## src/alu_pkg.sv

```systemverilog
// Purpose: shared constants and types of the execution unit.
// Assumes: byte registers, 32-bit APB word per register.
// Notes:   field positions and offsets live here only.
package alu_pkg;

   // ------------------------------------------------------------
   // register map (byte addresses)
   // ------------------------------------------------------------
   localparam int          ADDR_W     = 8;
   localparam logic [7:0]  OFS_OPA    = 8'h00;
   localparam logic [7:0]  OFS_OPB    = 8'h04;
   localparam logic [7:0]  OFS_OPH    = 8'h08;
   localparam logic [7:0]  OFS_CMD    = 8'h0c;
   localparam logic [7:0]  OFS_RES    = 8'h10;
   localparam logic [7:0]  OFS_SREG   = 8'h14;
   localparam logic [7:0]  OFS_IOCMD  = 8'h18;
   localparam logic [7:0]  OFS_IORES  = 8'h1c;
   localparam logic [7:0]  OFS_EVT    = 8'h20;

   // ------------------------------------------------------------
   // field positions and reset values
   // ------------------------------------------------------------
   localparam int          CMD_OP_LSB    = 0;
   localparam int          SREG_BUSY_BIT = 8;
   localparam int          IOC_ADDR_LSB  = 0;
   localparam int          IOC_BIT_LSB   = 8;
   localparam int          IOC_KIND_LSB  = 12;
   localparam int          IOC_DATA_LSB  = 16;
   localparam int          IOR_DADDR_LSB = 0;
   localparam int          IOR_LEGAL_BIT = 9;
   localparam int          IOR_SKIP_BIT  = 10;
   localparam int          IOR_RDATA_LSB = 16;
   localparam int          EVT_ILLEGAL   = 0;
   localparam int          EVT_W         = 1;
   localparam logic [5:0]  SREG_RESET    = 6'h00;

   // ------------------------------------------------------------
   // address space limits and operation constants
   // ------------------------------------------------------------
   localparam logic [7:0]  IO_BIT_LAST  = 8'h1f;
   localparam logic [7:0]  IO_LAST      = 8'h3f;
   localparam logic [7:0]  IO_DATA_OFS  = 8'h20;
   localparam logic [7:0]  EXT_FIRST    = 8'h60;
   localparam int          IO_BIT_REGS  = 32;
   localparam logic [7:0]  ALL_ONES     = 8'hff;
   localparam logic [7:0]  BYTE_MIN_NEG = 8'h80;
   localparam logic [7:0]  BYTE_MAX_POS = 8'h7f;
   localparam int          CYC_SHORT    = 1;
   localparam int          CYC_LONG     = 2;

   // ------------------------------------------------------------
   // types
   // ------------------------------------------------------------
   typedef enum logic [4:0] {
      OP_ADD, OP_ADD_WITH_CARRY, OP_SUBTRACT, OP_SUBTRACT_WITH_CARRY,
      OP_SUBTRACT_IMMEDIATE, OP_SUBTRACT_IMMEDIATE_WITH_CARRY,
      OP_ADD_IMMEDIATE_WORD, OP_SUBTRACT_IMMEDIATE_WORD,
      OP_AND, OP_AND_WITH_CONSTANT, OP_OR, OP_OR_WITH_CONSTANT,
      OP_EXCLUSIVE_OR_REGISTERS, OP_ONES_COMPLEMENT, OP_TWOS_COMPLEMENT_NEGATE,
      OP_SET_BITS_IN_REGISTER, OP_CLEAR_BITS_IN_REGISTER, OP_INCREMENT,
      OP_DECREMENT, OP_TEST_ZERO_OR_MINUS, OP_CLEAR_REGISTER,
      OP_SET_REGISTER_ALL_ONES, OP_MULTIPLY_UNSIGNED, OP_MULTIPLY_SIGNED,
      OP_MULTIPLY_SIGNED_BY_UNSIGNED, OP_FRACTIONAL_MULTIPLY_UNSIGNED,
      OP_FRACTIONAL_MULTIPLY_SIGNED, OP_FRACTIONAL_MULTIPLY_MIXED
   } alu_op_t;

   typedef enum logic [2:0] {
      IO_IN, IO_OUT, IO_LOAD_DIRECT_DATA, IO_STORE_DIRECT_DATA,
      IO_SET_IO_BIT, IO_CLEAR_IO_BIT, IO_SKIP_IF_IO_BIT_SET, IO_SKIP_IF_IO_BIT_CLEAR
   } alu_io_kind_t;

   typedef enum logic {ST_IDLE = 1'b0, ST_SECOND = 1'b1} alu_state_t;

   typedef struct packed {
      logic h;
      logic s;
      logic v;
      logic n;
      logic z;
      logic c;
   } alu_flags_t;

   typedef struct packed {
      alu_io_kind_t kind;
      logic [2:0]   bitsel;
      logic [7:0]   addr;
      logic [7:0]   data;
   } alu_io_cmd_t;

   typedef struct packed {
      logic [8:0] daddr;
      logic       legal;
      logic       skip;
      logic [7:0] rdata;
   } alu_io_res_t;

endpackage

```

## src/alu_core.sv

```systemverilog
// Purpose: arithmetic/logic execution unit with I/O addressing, APB register access.
// Assumes: APB master per protocol; one command at a time.
// Notes:   pready is held low while a two-cycle operation finishes.
// Operation
// - add two registers, optionally plus carry; update Z C N V H; one cycle
// - subtract register from register, optionally with carry; Z C N V H; one cycle
// - subtract constant, optionally with carry; Z C N V H; one cycle
// - add constant to 16-bit pair; update Z C N V S; two cycles
// - subtract constant from 16-bit pair; update Z C N V S; two cycles
// - AND with register or constant; update Z N V only; one cycle
// - OR with register or constant, exclusive OR; update Z N V; one cycle
// - set bits ORs mask, clear bits ANDs with inverted mask; Z N V; one cycle
// - test ANDs register with itself, reporting zero or negative; one cycle
// - unsigned, signed, mixed multiplies give 16-bit product; Z and C; two cycles
// - fractional multiplies shift product left by one; Z and C; two cycles
// - low I/O range supports bit set, bit clear and bit-test skips
// - bit set and clear change only the named bit
// - some status flags clear when software writes one to them
// - I/O instructions use 0x00-0x3F; data-space accesses add 0x20
// - extended space 0x60-0xFF reachable only by load and store
module alu_core
   import alu_pkg::*;
(
   input  wire logic              clk,
   input  wire logic              srst,
   input  wire logic              psel,
   input  wire logic              penable,
   input  wire logic              pwrite,
   input  wire logic [ADDR_W-1:0] paddr,
   input  wire logic [31:0]       pwdata,
   output logic      [31:0]       prdata,
   output logic                   pready,
   output logic                   pslverr
);

   logic [7:0]     opa;
   logic [7:0]     opb;
   logic [7:0]     oph;
   logic [15:0]    result;
   alu_flags_t     sreg;
   alu_state_t     state;
   logic [15:0]    pend_res;
   alu_flags_t     pend_flags;
   logic [EVT_W-1:0] evt;

   logic           busy;
   logic           wr_done;
   logic           hit_opa;
   logic           hit_opb;
   logic           hit_oph;
   logic           hit_cmd;
   logic           hit_res;
   logic           hit_sreg;
   logic           hit_iocmd;
   logic           hit_iores;
   logic           hit_evt;
   logic           mapped;
   logic [31:0]    rd_mux;
   logic           next_pready;

   alu_op_t        op_in;
   logic           cin;
   logic [8:0]     sum9;
   logic [4:0]     hsum;
   logic [8:0]     dif9;
   logic [4:0]     hdif;
   logic [16:0]    wsum;
   logic [16:0]    wdif;
   logic           v_add;
   logic           v_sub;
   logic [7:0]     neg8;
   logic [7:0]     inc8;
   logic [7:0]     dec8;
   logic [15:0]    mul_p;
   logic           mul_c;
   logic [7:0]     r8;
   logic [15:0]    r16;
   alu_flags_t     nf;
   logic           two;
   logic           upd_nz8;
   logic           keep_z;

   alu_io_cmd_t    io_cmd;
   alu_io_res_t    io_res;
   logic           io_illegal;
   logic           io_start;

   // ------------------------------------------------------------
   // APB decode
   // ------------------------------------------------------------
   assign busy      = (state == ST_SECOND);
   assign wr_done   = psel && penable && pready && pwrite && mapped;
   assign hit_opa   = (paddr == OFS_OPA);
   assign hit_opb   = (paddr == OFS_OPB);
   assign hit_oph   = (paddr == OFS_OPH);
   assign hit_cmd   = (paddr == OFS_CMD);
   assign hit_res   = (paddr == OFS_RES);
   assign hit_sreg  = (paddr == OFS_SREG);
   assign hit_iocmd = (paddr == OFS_IOCMD);
   assign hit_iores = (paddr == OFS_IORES);
   assign hit_evt   = (paddr == OFS_EVT);
   assign mapped    = hit_opa | hit_opb | hit_oph | hit_cmd | hit_res | hit_sreg
                    | hit_iocmd | hit_iores | hit_evt;
   assign rd_mux    = hit_opa   ? {24'h000000, opa}
                    : hit_opb   ? {24'h000000, opb}
                    : hit_oph   ? {24'h000000, oph}
                    : hit_res   ? {16'h0000, result}
                    : hit_sreg  ? {23'h000000, busy, 2'b00, sreg}
                    : hit_iores ? {8'h00, io_res.rdata, 5'h00, io_res.skip, io_res.legal, io_res.daddr}
                    : hit_evt   ? {{(32-EVT_W){1'b0}}, evt}
                    :             32'h00000000;
   // answer is held off while a two-cycle operation is still committing
   assign next_pready = psel && !pready && !busy;

   always_ff @(posedge clk)
   begin
      if (srst)
      begin
         pready  <= 1'b0;
         prdata  <= 32'h00000000;
         pslverr <= 1'b0;
      end
      else
      begin
         pready  <= next_pready;
         prdata  <= next_pready && !pwrite ? rd_mux : 32'h00000000;
         pslverr <= next_pready && !mapped;
      end
   end

   // ------------------------------------------------------------
   // operation datapath
   // ------------------------------------------------------------
   assign op_in = alu_op_t'(pwdata[CMD_OP_LSB +: 5]);
   assign cin   = sreg.c && ((op_in == OP_ADD_WITH_CARRY) || (op_in == OP_SUBTRACT_WITH_CARRY)
                          || (op_in == OP_SUBTRACT_IMMEDIATE_WITH_CARRY));
   assign sum9  = {1'b0, opa} + {1'b0, opb} + {8'h00, cin};
   assign hsum  = {1'b0, opa[3:0]} + {1'b0, opb[3:0]} + {4'h0, cin};
   assign dif9  = {1'b0, opa} - {1'b0, opb} - {8'h00, cin};
   assign hdif  = {1'b0, opa[3:0]} - {1'b0, opb[3:0]} - {4'h0, cin};
   assign wsum  = {1'b0, oph, opa} + {9'h000, opb};
   assign wdif  = {1'b0, oph, opa} - {9'h000, opb};
   assign v_add = (opa[7] == opb[7]) && (sum9[7] != opa[7]);
   assign v_sub = (opa[7] != opb[7]) && (dif9[7] != opa[7]);
   assign neg8  = 8'h00 - opa;
   assign inc8  = opa + 8'h01;
   assign dec8  = opa - 8'h01;

   alu_mul u_mul (
      .a       (opa),
      .b       (opb),
      .op      (op_in),
      .product (mul_p),
      .carry   (mul_c)
   );

   always_comb
   begin
      r8      = 8'h00;
      r16     = 16'h0000;
      nf      = sreg;
      two     = 1'b0;
      upd_nz8 = 1'b1;
      keep_z  = 1'b0;
      unique case (op_in)
         OP_ADD, OP_ADD_WITH_CARRY:
         begin
            r8   = sum9[7:0];
            nf.c = sum9[8];
            nf.h = hsum[4];
            nf.v = v_add;
         end
         OP_SUBTRACT, OP_SUBTRACT_WITH_CARRY, OP_SUBTRACT_IMMEDIATE, OP_SUBTRACT_IMMEDIATE_WITH_CARRY:
         begin
            r8     = dif9[7:0];
            nf.c   = dif9[8];
            nf.h   = hdif[4];
            nf.v   = v_sub;
            // carry forms only keep zero set, so multi-byte compares chain
            keep_z = (op_in == OP_SUBTRACT_WITH_CARRY) || (op_in == OP_SUBTRACT_IMMEDIATE_WITH_CARRY);
         end
         OP_ADD_IMMEDIATE_WORD:
         begin
            upd_nz8 = 1'b0;
            two     = 1'b1;
            r16     = wsum[15:0];
            nf.v    = !oph[7] && wsum[15];
            nf.c    = oph[7] && !wsum[15];
            nf.n    = wsum[15];
            nf.z    = (wsum[15:0] == 16'h0000);
            nf.s    = wsum[15] ^ nf.v;
         end
         OP_SUBTRACT_IMMEDIATE_WORD:
         begin
            upd_nz8 = 1'b0;
            two     = 1'b1;
            r16     = wdif[15:0];
            nf.v    = oph[7] && !wdif[15];
            nf.c    = wdif[15] && !oph[7];
            nf.n    = wdif[15];
            nf.z    = (wdif[15:0] == 16'h0000);
            nf.s    = wdif[15] ^ nf.v;
         end
         OP_AND, OP_AND_WITH_CONSTANT:
         begin
            r8   = opa & opb;
            nf.v = 1'b0;
         end
         OP_OR, OP_OR_WITH_CONSTANT, OP_SET_BITS_IN_REGISTER:
         begin
            r8   = opa | opb;
            nf.v = 1'b0;
         end
         OP_EXCLUSIVE_OR_REGISTERS:
         begin
            r8   = opa ^ opb;
            nf.v = 1'b0;
         end
         OP_CLEAR_BITS_IN_REGISTER:
         begin
            r8   = opa & (ALL_ONES - opb);
            nf.v = 1'b0;
         end
         OP_TEST_ZERO_OR_MINUS:
         begin
            r8   = opa & opa;
            nf.v = 1'b0;
         end
         OP_ONES_COMPLEMENT:
         begin
            r8   = ALL_ONES - opa;
            nf.c = 1'b1;
            nf.v = 1'b0;
         end
         OP_TWOS_COMPLEMENT_NEGATE:
         begin
            r8   = neg8;
            nf.c = (neg8 != 8'h00);
            nf.v = (neg8 == BYTE_MIN_NEG);
            nf.h = neg8[3] | opa[3];
         end
         OP_INCREMENT:
         begin
            r8   = inc8;
            nf.v = (inc8 == BYTE_MIN_NEG);
         end
         OP_DECREMENT:
         begin
            r8   = dec8;
            nf.v = (dec8 == BYTE_MAX_POS);
         end
         OP_CLEAR_REGISTER:
         begin
            r8   = opa ^ opa;
            nf.v = 1'b0;
         end
         OP_SET_REGISTER_ALL_ONES:
         begin
            r8      = ALL_ONES;
            r16     = {8'h00, ALL_ONES};
            upd_nz8 = 1'b0;
         end
         OP_MULTIPLY_UNSIGNED, OP_MULTIPLY_SIGNED, OP_MULTIPLY_SIGNED_BY_UNSIGNED,
         OP_FRACTIONAL_MULTIPLY_UNSIGNED, OP_FRACTIONAL_MULTIPLY_SIGNED, OP_FRACTIONAL_MULTIPLY_MIXED:
         begin
            upd_nz8 = 1'b0;
            two     = 1'b1;
            r16     = mul_p;
            nf.c    = mul_c;
            nf.z    = (mul_p == 16'h0000);
         end
         default:
         begin
            upd_nz8 = 1'b0;
         end
      endcase
      if (upd_nz8)
      begin
         r16  = {8'h00, r8};
         nf.n = r8[7];
         nf.z = (r8 == 8'h00) && (!keep_z || sreg.z);
      end
   end

   // ------------------------------------------------------------
   // register file and commit
   // ------------------------------------------------------------
   always_ff @(posedge clk)
   begin
      if (srst)
      begin
         opa        <= 8'h00;
         opb        <= 8'h00;
         oph        <= 8'h00;
         result     <= 16'h0000;
         sreg       <= alu_flags_t'(SREG_RESET);
         state      <= ST_IDLE;
         pend_res   <= 16'h0000;
         pend_flags <= alu_flags_t'(SREG_RESET);
      end
      else
      begin
         if (wr_done && hit_opa)
         begin
            opa <= pwdata[7:0];
         end
         if (wr_done && hit_opb)
         begin
            opb <= pwdata[7:0];
         end
         if (wr_done && hit_oph)
         begin
            oph <= pwdata[7:0];
         end
         if (busy)
         begin
            result <= pend_res;
            sreg   <= pend_flags;
            state  <= ST_IDLE;
         end
         else if (wr_done && hit_cmd && two)
         begin
            pend_res   <= r16;
            pend_flags <= nf;
            state      <= ST_SECOND;
         end
         else if (wr_done && hit_cmd)
         begin
            result <= r16;
            sreg   <= nf;
         end
         else if (wr_done && hit_sreg)
         begin
            sreg <= alu_flags_t'(pwdata[5:0]);
         end
      end
   end

   // ------------------------------------------------------------
   // I/O addressing and event flags
   // ------------------------------------------------------------
   assign io_start    = wr_done && hit_iocmd;
   assign io_cmd.kind   = alu_io_kind_t'(pwdata[IOC_KIND_LSB +: 3]);
   assign io_cmd.bitsel = pwdata[IOC_BIT_LSB +: 3];
   assign io_cmd.addr   = pwdata[IOC_ADDR_LSB +: 8];
   assign io_cmd.data   = pwdata[IOC_DATA_LSB +: 8];

   alu_io u_io (
      .clk     (clk),
      .srst    (srst),
      .start   (io_start),
      .cmd     (io_cmd),
      .res     (io_res),
      .illegal (io_illegal)
   );

   // a new event in the clearing cycle still lands
   always_ff @(posedge clk)
   begin
      if (srst)
      begin
         evt <= '0;
      end
      else
      begin
         evt[EVT_ILLEGAL] <= (evt[EVT_ILLEGAL] && !(wr_done && hit_evt && pwdata[EVT_ILLEGAL]))
                          || io_illegal;
      end
   end

endmodule

```

## src/alu_io.sv

```systemverilog
// Purpose: I/O address translation and bit access on the low I/O range.
// Assumes: one command per start pulse; result registered one edge later.
// Notes:   only the bit-addressable range is modelled as storage.
module alu_io
   import alu_pkg::*;
(
   input  wire logic        clk,
   input  wire logic        srst,
   input  wire logic        start,
   input  wire alu_io_cmd_t cmd,
   output alu_io_res_t      res,
   output logic             illegal
);

   logic [7:0]  mem [IO_BIT_REGS];
   logic        is_io_insn;
   logic        is_data;
   logic        is_bit_op;
   logic        legal;
   logic [7:0]  io_index;
   logic [8:0]  daddr;
   logic        in_bit_range;
   logic [7:0]  cur;
   logic        cur_bit;
   logic        writes;
   logic [7:0]  wdata;

   // ------------------------------------------------------------
   // address decode
   // ------------------------------------------------------------
   assign is_io_insn   = (cmd.kind == IO_IN) || (cmd.kind == IO_OUT);
   assign is_data      = (cmd.kind == IO_LOAD_DIRECT_DATA) || (cmd.kind == IO_STORE_DIRECT_DATA);
   assign is_bit_op    = !is_io_insn && !is_data;
   // dedicated I/O forms stop at the top of the 64-entry space
   // extended space above it is reached by load/store only
   assign legal        = is_io_insn ? (cmd.addr <= IO_LAST)
                       : is_data    ? (cmd.addr >= IO_DATA_OFS)
                       :              (cmd.addr <= IO_BIT_LAST);
   assign io_index     = is_data ? cmd.addr - IO_DATA_OFS : cmd.addr;
   assign daddr        = is_data ? {1'b0, cmd.addr} : {1'b0, cmd.addr} + {1'b0, IO_DATA_OFS};
   assign in_bit_range = legal && (io_index <= IO_BIT_LAST);
   assign cur          = in_bit_range ? mem[io_index[4:0]] : 8'h00;
   assign cur_bit      = cur[cmd.bitsel];

   // bit ops touch only the named bit, so write-one flags nearby survive
   always_comb
   begin
      wdata  = cur;
      writes = 1'b0;
      unique case (cmd.kind)
         IO_OUT, IO_STORE_DIRECT_DATA:
         begin
            wdata  = cmd.data;
            writes = 1'b1;
         end
         IO_SET_IO_BIT:
         begin
            wdata[cmd.bitsel] = 1'b1;
            writes = 1'b1;
         end
         IO_CLEAR_IO_BIT:
         begin
            wdata[cmd.bitsel] = 1'b0;
            writes = 1'b1;
         end
         IO_IN, IO_LOAD_DIRECT_DATA, IO_SKIP_IF_IO_BIT_SET, IO_SKIP_IF_IO_BIT_CLEAR:
         begin
            writes = 1'b0;
         end
      endcase
   end

   // ------------------------------------------------------------
   // storage and result
   // ------------------------------------------------------------
   always_ff @(posedge clk)
   begin
      if (start && writes && in_bit_range)
      begin
         mem[io_index[4:0]] <= wdata;
      end
   end

   always_ff @(posedge clk)
   begin
      if (srst)
      begin
         res     <= '0;
         illegal <= 1'b0;
      end
      else
      begin
         illegal <= start && !legal;
         if (start)
         begin
            res.daddr <= daddr;
            res.legal <= legal;
            res.rdata <= cur;
            res.skip  <= legal && is_bit_op
                      && (((cmd.kind == IO_SKIP_IF_IO_BIT_SET) && cur_bit)
                       || ((cmd.kind == IO_SKIP_IF_IO_BIT_CLEAR) && !cur_bit));
         end
      end
   end

endmodule

```

## src/alu_mul.sv

```systemverilog
// Purpose: 8x8 multiplier with signed, mixed and fractional forms.
// Assumes: combinational; the caller registers the result.
// Notes:   carry is taken from the unshifted product.
module alu_mul
   import alu_pkg::*;
(
   input  wire logic [7:0]  a,
   input  wire logic [7:0]  b,
   input  wire alu_op_t     op,
   output logic      [15:0] product,
   output logic             carry
);

   logic               sign_a;
   logic               sign_b;
   logic               frac;
   logic signed [8:0]  ext_a;
   logic signed [8:0]  ext_b;
   logic signed [17:0] full;
   logic        [15:0] raw;

   // ------------------------------------------------------------
   // operand extension
   // ------------------------------------------------------------
   assign sign_a = (op == OP_MULTIPLY_SIGNED) || (op == OP_MULTIPLY_SIGNED_BY_UNSIGNED)
                || (op == OP_FRACTIONAL_MULTIPLY_SIGNED) || (op == OP_FRACTIONAL_MULTIPLY_MIXED);
   assign sign_b = (op == OP_MULTIPLY_SIGNED) || (op == OP_FRACTIONAL_MULTIPLY_SIGNED);
   assign frac   = (op == OP_FRACTIONAL_MULTIPLY_UNSIGNED) || (op == OP_FRACTIONAL_MULTIPLY_SIGNED)
                || (op == OP_FRACTIONAL_MULTIPLY_MIXED);
   assign ext_a  = $signed({sign_a & a[7], a});
   assign ext_b  = $signed({sign_b & b[7], b});
   assign full   = ext_a * ext_b;
   assign raw    = full[15:0];

   // ------------------------------------------------------------
   // fractional forms shift the product left by one
   // ------------------------------------------------------------
   assign product = frac ? {raw[14:0], 1'b0} : raw;
   assign carry   = raw[15];

endmodule

```

## config.mk

```make
export PLATFORM = sky130hd
export DESIGN_NAME = alu_core
export DESIGN_NICKNAME = d
export VERILOG_FILES = /design/src/alu_pkg.sv /design/src/alu_core.sv /design/src/alu_io.sv /design/src/alu_mul.sv
export SDC_FILE = /design/constraint.sdc
export NUM_CORES = 1
export LEC_CHECK = 0
export BUFFER_PORTS_ARGS = -buffer_cell sky130_fd_sc_hd__buf_2
export CORE_AREA = 2 2 226 228
export DETAILED_ROUTE_END_ITERATION = 6
export DIE_AREA = 0 0 228 230
export PLACE_DENSITY = 0.59
export RECOVER_POWER = 50
export SYNTH_ARGS = -nofsm -noshare
export SYNTH_HDL_FRONTEND = slang
export SYNTH_SLANG_ARGS = --single-unit
```

## constraint.sdc

```tcl
create_clock -name clk -period 10.1 [get_ports clk]
set_clock_uncertainty 0.2 [all_clocks]
set_input_delay 1.515 -clock clk [delete_from_list [all_inputs] [get_ports clk]]
set_output_delay 1.515 -clock clk [all_outputs]
set_load 0.1 [all_outputs]
```

* After elaboration in Yosys (flattened, before gate mapping)
Memories as Yosys holds them, arrays and structs flattened. Index checks and enable logic that the tools add are counted.
Operators by class: add/sub/neg operators 17, multipliers 1, divide/modulo/power cells 0, order comparisons 6, equality and inequality tests 50, shift operators 0, muxes and demuxes 42, bitwise gates (word level) 24, reduce and logical (&&, ||, !) cells 92
Operators with widths (number):
- 16-bit two-way mux | 7
- 8-bit one-hot mux with 13 select lines | 1
- 16-bit one-hot mux with 4 select lines | 1
- 5-bit == test (second input constant) | 12
- 16-bit logical NOT | 3
- 5-bit by 4-bit == test with 1-bit output (second input constant) | 8
- 8-bit two-way mux | 5
- 1-bit logical AND | 36
- 8-bit bitwise AND | 4
- 8-bit by 5-bit == test with 1-bit output (second input constant) | 4
- 24-bit two-way mux | 1
- 6-bit two-way mux | 4
- 8-bit one-hot mux with 3 select lines | 1
- 5-bit by 3-bit == test with 1-bit output (second input constant) | 4
- 19-bit OR reduction | 1
- 16-bit by 8-bit adder with 16-bit output | 1
- 8-bit by 4-bit == test with 1-bit output (second input constant) | 2
- 8-bit == test (second input constant) | 2
- 8-bit by 5-bit less-or-equal comparator with 1-bit output (second input constant) | 2
- 8-bit logical NOT | 2
- 9-bit by 9-bit multiplier with 16-bit output | 1
- 8-bit OR | 2
- 8-bit OR reduction | 2
- 16-bit by 8-bit subtractor with 16-bit output | 1
- other kinds (59) | 125
Storage, ports and cells: flip-flop bits (word level) 124, bits in latches 0, RAM bits 256, ROM bits 0, word-level logic and storage cells 263, memories 1
Memories:
- u_io.mem | words 32, bits a word 8, read ports 1, clocked after Yosys merged registers in 0, write ports 1, line alu_io.sv:15 | logic [7:0] mem [IO_BIT_REGS];

* Depth between registers and ports, before layout
Gate-level depths: netlist of run 1.
depth in word-level cells 15, depth in mapped cells 27, depth with buffers taken out 23

* Modules after synthesis
From an unflattened synthesis of run 1, not the netlist that was laid out.
Unflattened totals: cell total of the unflattened synthesis 2116, area total of the unflattened synthesis 22699.3 sq um
By module, submodules not included:
- alu_io | times used 1, cells each 693, area each 11572.3 sq um, sequential area each 8087.8 sq um
- alu_core | times used 1, cells each 1075, area each 8155.3 sq um, sequential area each 1921.8 sq um
- alu_mul | times used 1, cells each 348, area each 2971.6 sq um, sequential area each 0.0 sq um

* Least setup slack after synthesis of run 1
OpenSTA, ideal clock, no wires.
kind input -> register, start input pwdata[2], end register pend_flags[1] (netlist bit), library setup time 0.088 ns, arrival time 7.637 ns, setup slack 2.175 ns, cell stages on the path 25, buffers on the path 4, path through buf_4 -> buf_2 -> buf_1 -> buf_1 -> nand2_1 -> o32ai_1 -> and3_1 -> nand2_1 -> fa_1 -> fa_1 -> inv_1 -> fa_1 -> fa_1 -> inv_1 -> fa_1 -> inv_1 -> ha_1 -> o21a_1 -> o31a_1 -> o31ai_1 -> a21oi_1 -> xor2_1 -> nor4_1 -> nand4b_1 -> a311oi_2
On the way: cells in the longest elaborated chain, start to end 10, elaborated cells between the ends (all ways) 64, classes of those cells 2 x add/sub; 1 x mul; 27 x eq/ne; 7 x mux; 2 x bitwise; 25 x reduce/logical
RTL lines:
- from (decl) | line alu_core.sv:30 | input wire logic [31:0] pwdata,
- 5-bit == test, on equally long branches | line alu_core.sv:165, alu_mul.sv:25, alu_mul.sv:27
- 1-bit logical OR | line alu_mul.sv:25 | assign sign_a = (op == OP_MULTIPLY_SIGNED) || (op == OP_MULTIPLY_SIGNED_BY_UNSIGNED)
- 1-bit logical OR (2 in a row) | line alu_mul.sv:26 | || (op == OP_FRACTIONAL_MULTIPLY_SIGNED) || (op == OP_FRACTIONAL_MULTIPLY_MIXED);
- 1-bit bitwise AND | line alu_mul.sv:30 | assign ext_a = $signed({sign_a & a[7], a});
- 9-bit by 9-bit multiplier with 16-bit output | line alu_mul.sv:32 | assign full = ext_a * ext_b;
- 16-bit two-way mux | line alu_mul.sv:38 | assign product = frac ? {raw[14:0], 1'b0} : raw;
- 16-bit logical NOT | line alu_core.sv:270 | nf.z = (mul_p == 16'h0000);
- 1-bit one-hot mux with 3 select lines | line alu_core.sv:165 | unique case (op_in)
- 2-bit two-way mux | line alu_core.sv:277 | if (upd_nz8)
- to (signal assigned) | line alu_core.sv:299 | pend_flags <= alu_flags_t'(SREG_RESET);
- to (signal assigned) | line alu_core.sv:324 | pend_flags <= nf;
- to (decl) | line alu_core.sv:43 | alu_flags_t pend_flags;
Several ways; a longest one is shown, not always the timed one. A chain may end at the register's enable or synchronous reset.

* Worst setup path in the final report of run 1
start input pwdata[1], end register result[1]
On the way: cells in the longest elaborated chain, start to end 10, elaborated cells between the ends (all ways) 54, classes of those cells 2 x add/sub; 28 x eq/ne; 9 x mux; 15 x reduce/logical
RTL lines:
- 5-bit by 1-bit == test with 1-bit output / 5-bit by 2-bit == test with 1-bit output (equally long branches) | line alu_core.sv:135, alu_core.sv:165
- 1-bit logical OR | line alu_core.sv:135 | assign cin = sreg.c && ((op_in == OP_ADD_WITH_CARRY) || (op_in == OP_SUBTRACT_WITH_CARRY)
- 1-bit logical OR | line alu_core.sv:136 | || (op_in == OP_SUBTRACT_IMMEDIATE_WITH_CARRY));
- 1-bit logical AND | line alu_core.sv:135
- 9-bit by 1-bit subtractor with 9-bit output / 9-bit by 1-bit adder with 9-bit output (equally long branches) | line alu_core.sv:139, alu_core.sv:137
- 8-bit one-hot mux with 13 select lines | line alu_core.sv:165
- 16-bit two-way mux | line alu_core.sv:277
- 16-bit two-way mux | line alu_core.sv:327 | else if (wr_done && hit_cmd)
- 16-bit two-way mux | line alu_core.sv:321 | else if (wr_done && hit_cmd && two)
- 16-bit two-way mux | line alu_core.sv:315 | if (busy)
- to (signal assigned) | line alu_core.sv:317 | result <= pend_res;
- to (signal assigned) | line alu_core.sv:329 | result <= r16;
- to (decl) | line alu_core.sv:39 | logic [15:0] result;
Several ways; a longest one is shown, not always the timed one. The select of a mux whose other input is x is not followed.

==> reports/metrics.yaml, run 1 <==
fin_cells: 2759
drtIter0Drc: 1703
die_h_um: 230
hold_ws_ps: 242
grt_overflow: 0
cts_setup_buffers: 0
via_per_inst: 5.98
wirelength_um: 67400
hold_depth: 2
worst_pin_slew_ps: 3350
total_power_mw: 3.29
first_global_vias: 16100
synth.cell_area_mm2: 0.0223
cts_resized: 0
setup_viol: 0
cp-end-kind: "register"
r2r_cells: 21
synth-main-ff-cell: "edfxtp_1"
ant_nets: 0
seqCellArea_mm2: 0.0100
hold_start: "u_io.illegal$_SDFF_PP0_"
setup_slack_ps: 1290
fin_util_pct: 48.6
grt_max_degree: 76
vias: 16500
crit_required_ps: 10320
drive_above_1_share_pct: 10.5
final_area_mm2: 0.0242
fmax_mhz: 113
cts_hold_buf: 0
hold_class: "reg -> reg"
r2r_end: "pend_res[14]$_SDFFE_PP0P_"
ctsRootBufferMaster: "clkbuf_16"
floorplan.rows: 82
cpMostUsedCell: "clkbuf_1"
drc: 0
finalMaxSlewViolations: 180
pre_cts_slack_ps: 1510
htreeDepth: 2
place_inst: 2692
multi_input_area_mm2: 0.0111
io_pins: 79
synth-seq-area-share_pct: 44.9
r2r_start: "opb[4]$_SDFFE_PP0P_"
numPortBuffers: 60
die_width_um: 228
clk_latency_ps: 560
dr.pass1.iters: 5
p_leak_nw: 8.58
synth_edf_count: 256
maxCapViolations: 4
path_max_fanout: 44
yosysWarningCount: 0
postPlaceCellArea_mm2: 0.0231
critical_path.slowest_cell: "clkbuf_1"
synth_cells: 2048
rsz0062_at_grt: "no"
grt_pass1_wl_um: 102000
gp_congestion: 0.960
startpoint_type: "input pin"
most-common-layout-cells: "265 x nor2_1, 256 x edfxtp_1, 133 x nand2_1, 119 x inv_1, 116 x dfxtp_1"
path_cells: "buf_4 -> clkbuf_1 -> clkbuf_1 -> nor2b_1 -> clkbuf_1 -> nand2_1 -> a31oi_1 -> nor3_1 -> nor2b_1 -> o221ai_1 -> nor2_1 -> or3_1 -> a21oi_1"
clkSlewWorstSetupHoldPaths_ps: 60
setup_tns_ps: 0
cts_tree: "done"
async_flop_share_pct: 0
min_to: "evt$_SDFF_PP0_"
violations: "capacitance limit, slew limit"
vdd_drop_max_mv: 0.175
outcome: "complete, but fails checks"
wl_per_cell_um: 24.4
synth_cell_types: 102
dieArea_mm2: 0.0524
antenna_found_initial: 1
core_mm2: 0.0499
n_fill_cell: 4639
ys_seq_elements: 372
critical-path-max-stage-delay_ps: 1930
nNetsFinal: 2256
reg2reg_setup_slack_ps: 3350
layout_commonest_cell: "nor2_1"
syn_to_final_growth_pct: 8.57
fin_crit_sh_pct: 87.3
period_needed_ps: 8810
p_per_area_mw_per_mm2: 136
initial_core_util_pct: 44.7
cts.sinks: 372
relSlewSlack_pct: -123
critPathArrivalTime_ps: 9040
cts_buffers: 37
syn_area_per_cell_um2: 10.9
gr-usage-all-layers_pct: 25.5
final-hold-violation-count: 0
worstSetupPathType: "in -> reg"
hpwlAfterDp_um: 47500
clock_path_buffers: 3
cell usage after synthesis, types with 35 or more instances:
library cell	n	area share (%)
fa_1	69	6.2
clkbuf_1	73	1.2
o21ai_0	57	1.3
nand2_1	132	2.2
nor3_1	48	1.1
nand3_1	35	0.79
inv_1	119	2.0
ha_1	83	4.7
dfxtp_1	116	10
a21oi_1	109	2.4
mux2i_1	80	3.6
mux4_2	59	6.0
nor2_1	265	4.5
edfxtp_1	256	34
worst max path at each step:
stage	to	cells after the start	start
floorplan	pend_flags[1]$_SDFFE_PP0P_	25	pwdata[2]
global placement	pend_res[14]$_SDFFE_PP0P_	23	pwdata[2]
detailed placement	pend_res[14]$_SDFFE_PP0P_	23	pwdata[2]
CTS	pend_res[14]$_SDFFE_PP0P_	23	pwdata[2]
global route	result[1]$_SDFFE_PP0P_	13	pwdata[1]
finish	result[1]$_SDFFE_PP0P_	13	pwdata[1]
worst max-delay path: cells and delay by family:
kind	cells	cell delay, ps
buf+inv	4	4920
simple gates	6	1620
compound gates	3	930
layer usage:
layer | up-vias | global-route usage, % | wire [um]
met4 | 0 | 10.6 | 3060
met5 | - | 0 | 0
li1 | 7496 | - | -
met2 | 653 | 42.1 | 31900
met1 | 8211 | 33.8 | 27900
met3 | 150 | 3.61 | 4480
cells by family (layout without fill, tap and decap cells):
logic type	Yosys count	count (layout)	share of synthesized area [%]
and+or+nand+nor	653	653	14.1
AOI/OAI and AO/OA	413	413	13.0
DFF	372	372	44.9
buffers and inverters	268	299	5.48
adders and majority gates	152	152	10.9
muxes	142	142	9.70
xor gates and xnor gates	47	47	1.91
other	1	9	0.0168
registers in the layout (all words and copies together) (netlist names):
register      flops
u_io.illegal      1
pslverr           1
result           16
oph               8
u_io.mem        256
prdata           24
sreg              6
pend_flags        6
evt               1
busy              1
pend_res         16
opa               8
pready            1
opb               8
u_io.res         19
area by class of cell:
| cell class | count | share of cell area (%) |
|---|---|---|
| multi-input cells | 1415 | 45.8 |
| flip-flops and latches | 372 | 41.3 |
| clock buffers | 48 | 4.08 |
| well taps | 672 | 3.47 |
| repair buffers | 108 | 2.41 |
| inverters | 125 | 1.94 |
| clock inverters | 18 | 0.920 |
| diodes | 1 | 0.0103 |
power breakdown:
part           leakage, nW  internal, mW  switching (mW)  total, mW
combinational         4.72        0.0725           0.175      0.247
clock                0.583         0.803           0.596       1.40
sequential            3.28          1.64        0.000198       1.64
Note: power is estimated with default switching activity, not from simulation.
==> run 2: changes to the inputs <==
--- a/config.mk
+++ b/config.mk
@@ -5,12 +5,13 @@
 export SDC_FILE = /design/constraint.sdc
 export NUM_CORES = 1
 export LEC_CHECK = 0
-export BUFFER_PORTS_ARGS = -buffer_cell sky130_fd_sc_hd__buf_2
 export CORE_AREA = 2 2 226 228
 export DETAILED_ROUTE_END_ITERATION = 6
 export DIE_AREA = 0 0 228 230
-export PLACE_DENSITY = 0.59
+export DONT_BUFFER_PORTS = 1
+export PLACE_DENSITY = 0.57
 export RECOVER_POWER = 50
+export SKIP_CTS_REPAIR_TIMING = 1
 export SYNTH_ARGS = -nofsm -noshare
 export SYNTH_HDL_FRONTEND = slang
 export SYNTH_SLANG_ARGS = --single-unit
==> run 2 against run 1 <==
Compared with the run above:
- the flow still finishes with violations (capacitance limit, slew limit)
- cell count decreased by 2.8%
- setup slack improved by 1100 ps
- combinational power decreased by 27%
- die area unchanged
- core utilization decreased by 0.86 points
- hold slack got worse by 16 ps
- sequential power about the same
- critical path type unchanged
- largest cell class unchanged
- highest routed layer unchanged
==> reports/metrics.yaml, run 2 (synthesis gave the netlist of run 1 again) <==
vdd_drop_max_mv: 0.190
use_met1_pct: 32.1
critPathArrivalTime_ps: 7940
io_pins: 79
nNetsFinal: 2184
setup_viol: 0
met2_usage_pct: 42.3
multi_input_area_mm2: 0.0111
r2r_end: "pend_res[14]$_SDFFE_PP0P_"
p_leak_nw: 8.36
grt_overflow: 0
clock_path_buffers: 3
first_global_vias: 15800
drc: 0
clkSlewWorstSetupHoldPaths_ps: 60
seqCellArea_mm2: 0.0100
hold_class: "reg -> reg"
clk_latency_ps: 550
drtIter0Drc: 1512
startpoint_type: "input pin"
dieArea_mm2: 0.0524
antennaDiodeCount: 0
hold_start: "u_io.illegal$_SDFF_PP0_"
crit_required_ps: 10330
cp-end-kind: "register"
die_h_um: 230
drive_above_1_share_pct: 8.45
final-hold-violation-count: 0
htreeDepth: 2
p_per_area_mw_per_mm2: 133
die_width_um: 228
core_mm2: 0.0499
hold_depth: 2
initial_core_util_pct: 44.7
finalMaxSlewViolations: 93
reg2reg_setup_slack_ps: 3310
hpwlAfterDp_um: 45700
gr-usage-all-layers_pct: 24.7
relSlewSlack_pct: -17.4
cts.sinks: 372
ant_nets: 0
top_usage_layer: "met2"
antenna_found_initial: 0
ctsRootBufferMaster: "clkbuf_16"
r2r_cells: 21
floorplan.rows: 82
place_inst: 2618
numPortBuffers: 0
cts_tree: "done"
cts_buffers: 39
n_fill_cell: 4626
use_met3_pct: 3.34
dr.pass1.iters: 6
maxCapViolations: 5
syn_to_final_growth_pct: 6.66
layout_commonest_cell: "nor2_1"
r2r_start: "opb[4]$_SDFFE_PP0P_"
grt_max_degree: 116
grt_pass1_wl_um: 98900
violations: "capacitance limit, slew limit"
worstSetupPathType: "in -> reg"
outcome: "complete, but fails checks"
wl_per_cell_um: 24.3
fmax_mhz: 130
vias: 16200
fin_util_pct: 47.7
period_needed_ps: 7710
rsz0062_at_grt: "no"
setup_tns_ps: 0
gp_congestion: 0.921
most-common-layout-cells: "265 x nor2_1, 256 x edfxtp_1, 132 x nand2_1, 120 x inv_1, 116 x dfxtp_1"
worst_pin_slew_ps: 1750
path_max_fanout: 59
min_to: "evt$_SDFF_PP0_"
largest_reg_flops: 256
wirelength_um: 65200
fin_crit_sh_pct: 76.4
fin_cells: 2683
via_per_inst: 6.02
run 2: changes by cell type in the layout (fill, tap and decap cells not counted), moves of 2 or more:
| cell | previous run | this run |
|---|---|---|
| and2_1 | 18 | 16 |
| buf_4 | 38 | 26 |
| clkinvlp_2 | 2 | 0 |
| clkbuf_8 | 0 | 4 |
| and2_0 | 12 | 14 |
| a2111oi_0 | 4 | 6 |
| nor3_2 | 7 | 3 |
| nor3_1 | 47 | 51 |
| clkbuf_1 | 52 | 17 |
| buf_2 | 28 | 0 |
| bufinv_16 | 4 | 1 |
| a2111oi_1 | 2 | 0 |
run 2: stage by stage:
step | setup WS, ps | total power [mW] | hold slack, ps | area, um2
global placement | 1960 | 1.85 | 211 | 22700
CTS | 2490 | 3.20 | 224 | 23900
global route | 2090 | 3.27 | 272 | 23800
finish | 2390 | 3.17 | 225 | 23800
floorplan | 2170 | 1.84 | 211 | 22300
detailed placement | 1910 | 1.86 | 217 | 22700
run 2: per-layer routing:
| metal | share of wire (%) | vias to the layer above |
|---|---|---|
| met2 | 49 | 610 |
| li1 | - | 7359 |
| met3 | 5.7 | 112 |
| met5 | 0 | - |
| met4 | 3.6 | 0 |
| met1 | 42 | 8081 |
run 2: worst max path at each step:
| stage | startpoint | to | slack [ps] |
|---|---|---|---|
| 2_1_floorplan | pwdata[2] | pend_flags[1]$_SDFFE_PP0P_ | 2170 |
| 3_3_place_gp | pwdata[2] | pend_flags[1]$_SDFFE_PP0P_ | 1960 |
| 3_5_place_dp | pwdata[2] | pend_flags[1]$_SDFFE_PP0P_ | 1910 |
| 4_1_cts | pwdata[2] | pend_flags[1]$_SDFFE_PP0P_ | 2490 |
| 5_1_grt | pwdata[2] | pend_res[14]$_SDFFE_PP0P_ | 2090 |
| 6_report | pwdata[2] | pend_res[14]$_SDFFE_PP0P_ | 2390 |
run 2: layout make-up:
cell class / count / area share [%]
Clock buffer: 52 / 4.48
Timing Repair Buffer: 34 / 0.947
Inverter: 125 / 1.97
Clock inverter: 13 / 0.473
Tap cell: 672 / 3.54
Multi-Input combinational cell: 1415 / 46.5
Sequential cell: 372 / 42.1
run 2: critical path, stage by stage:
cell and delay, ps:
inv_2 240, nand2_1 230, o32ai_1 160, and3_1 390, nand2_1 200, fa_1 530, fa_1 510, inv_1 50
fa_1 460, fa_1 540, inv_1 50, fa_1 500, inv_1 40, ha_1 340, o21ai_0 130, o21ai_0 250
a211oi_1 150, o31ai_1 480, nor2_1 100, a21oi_1 390, a21oi_1 140, a2111oi_0 400, nor3_1 90
run 2: power breakdown:
| group | total, mW | switching (mW) | internal, mW |
|---|---|---|---|
| registers | 1.64 | 0.00364 | 1.64 |
| logic | 0.180 | 0.118 | 0.0623 |
| clock network | 1.34 | 0.577 | 0.767 |
| total | 3.17 | 0.699 | 2.47 |
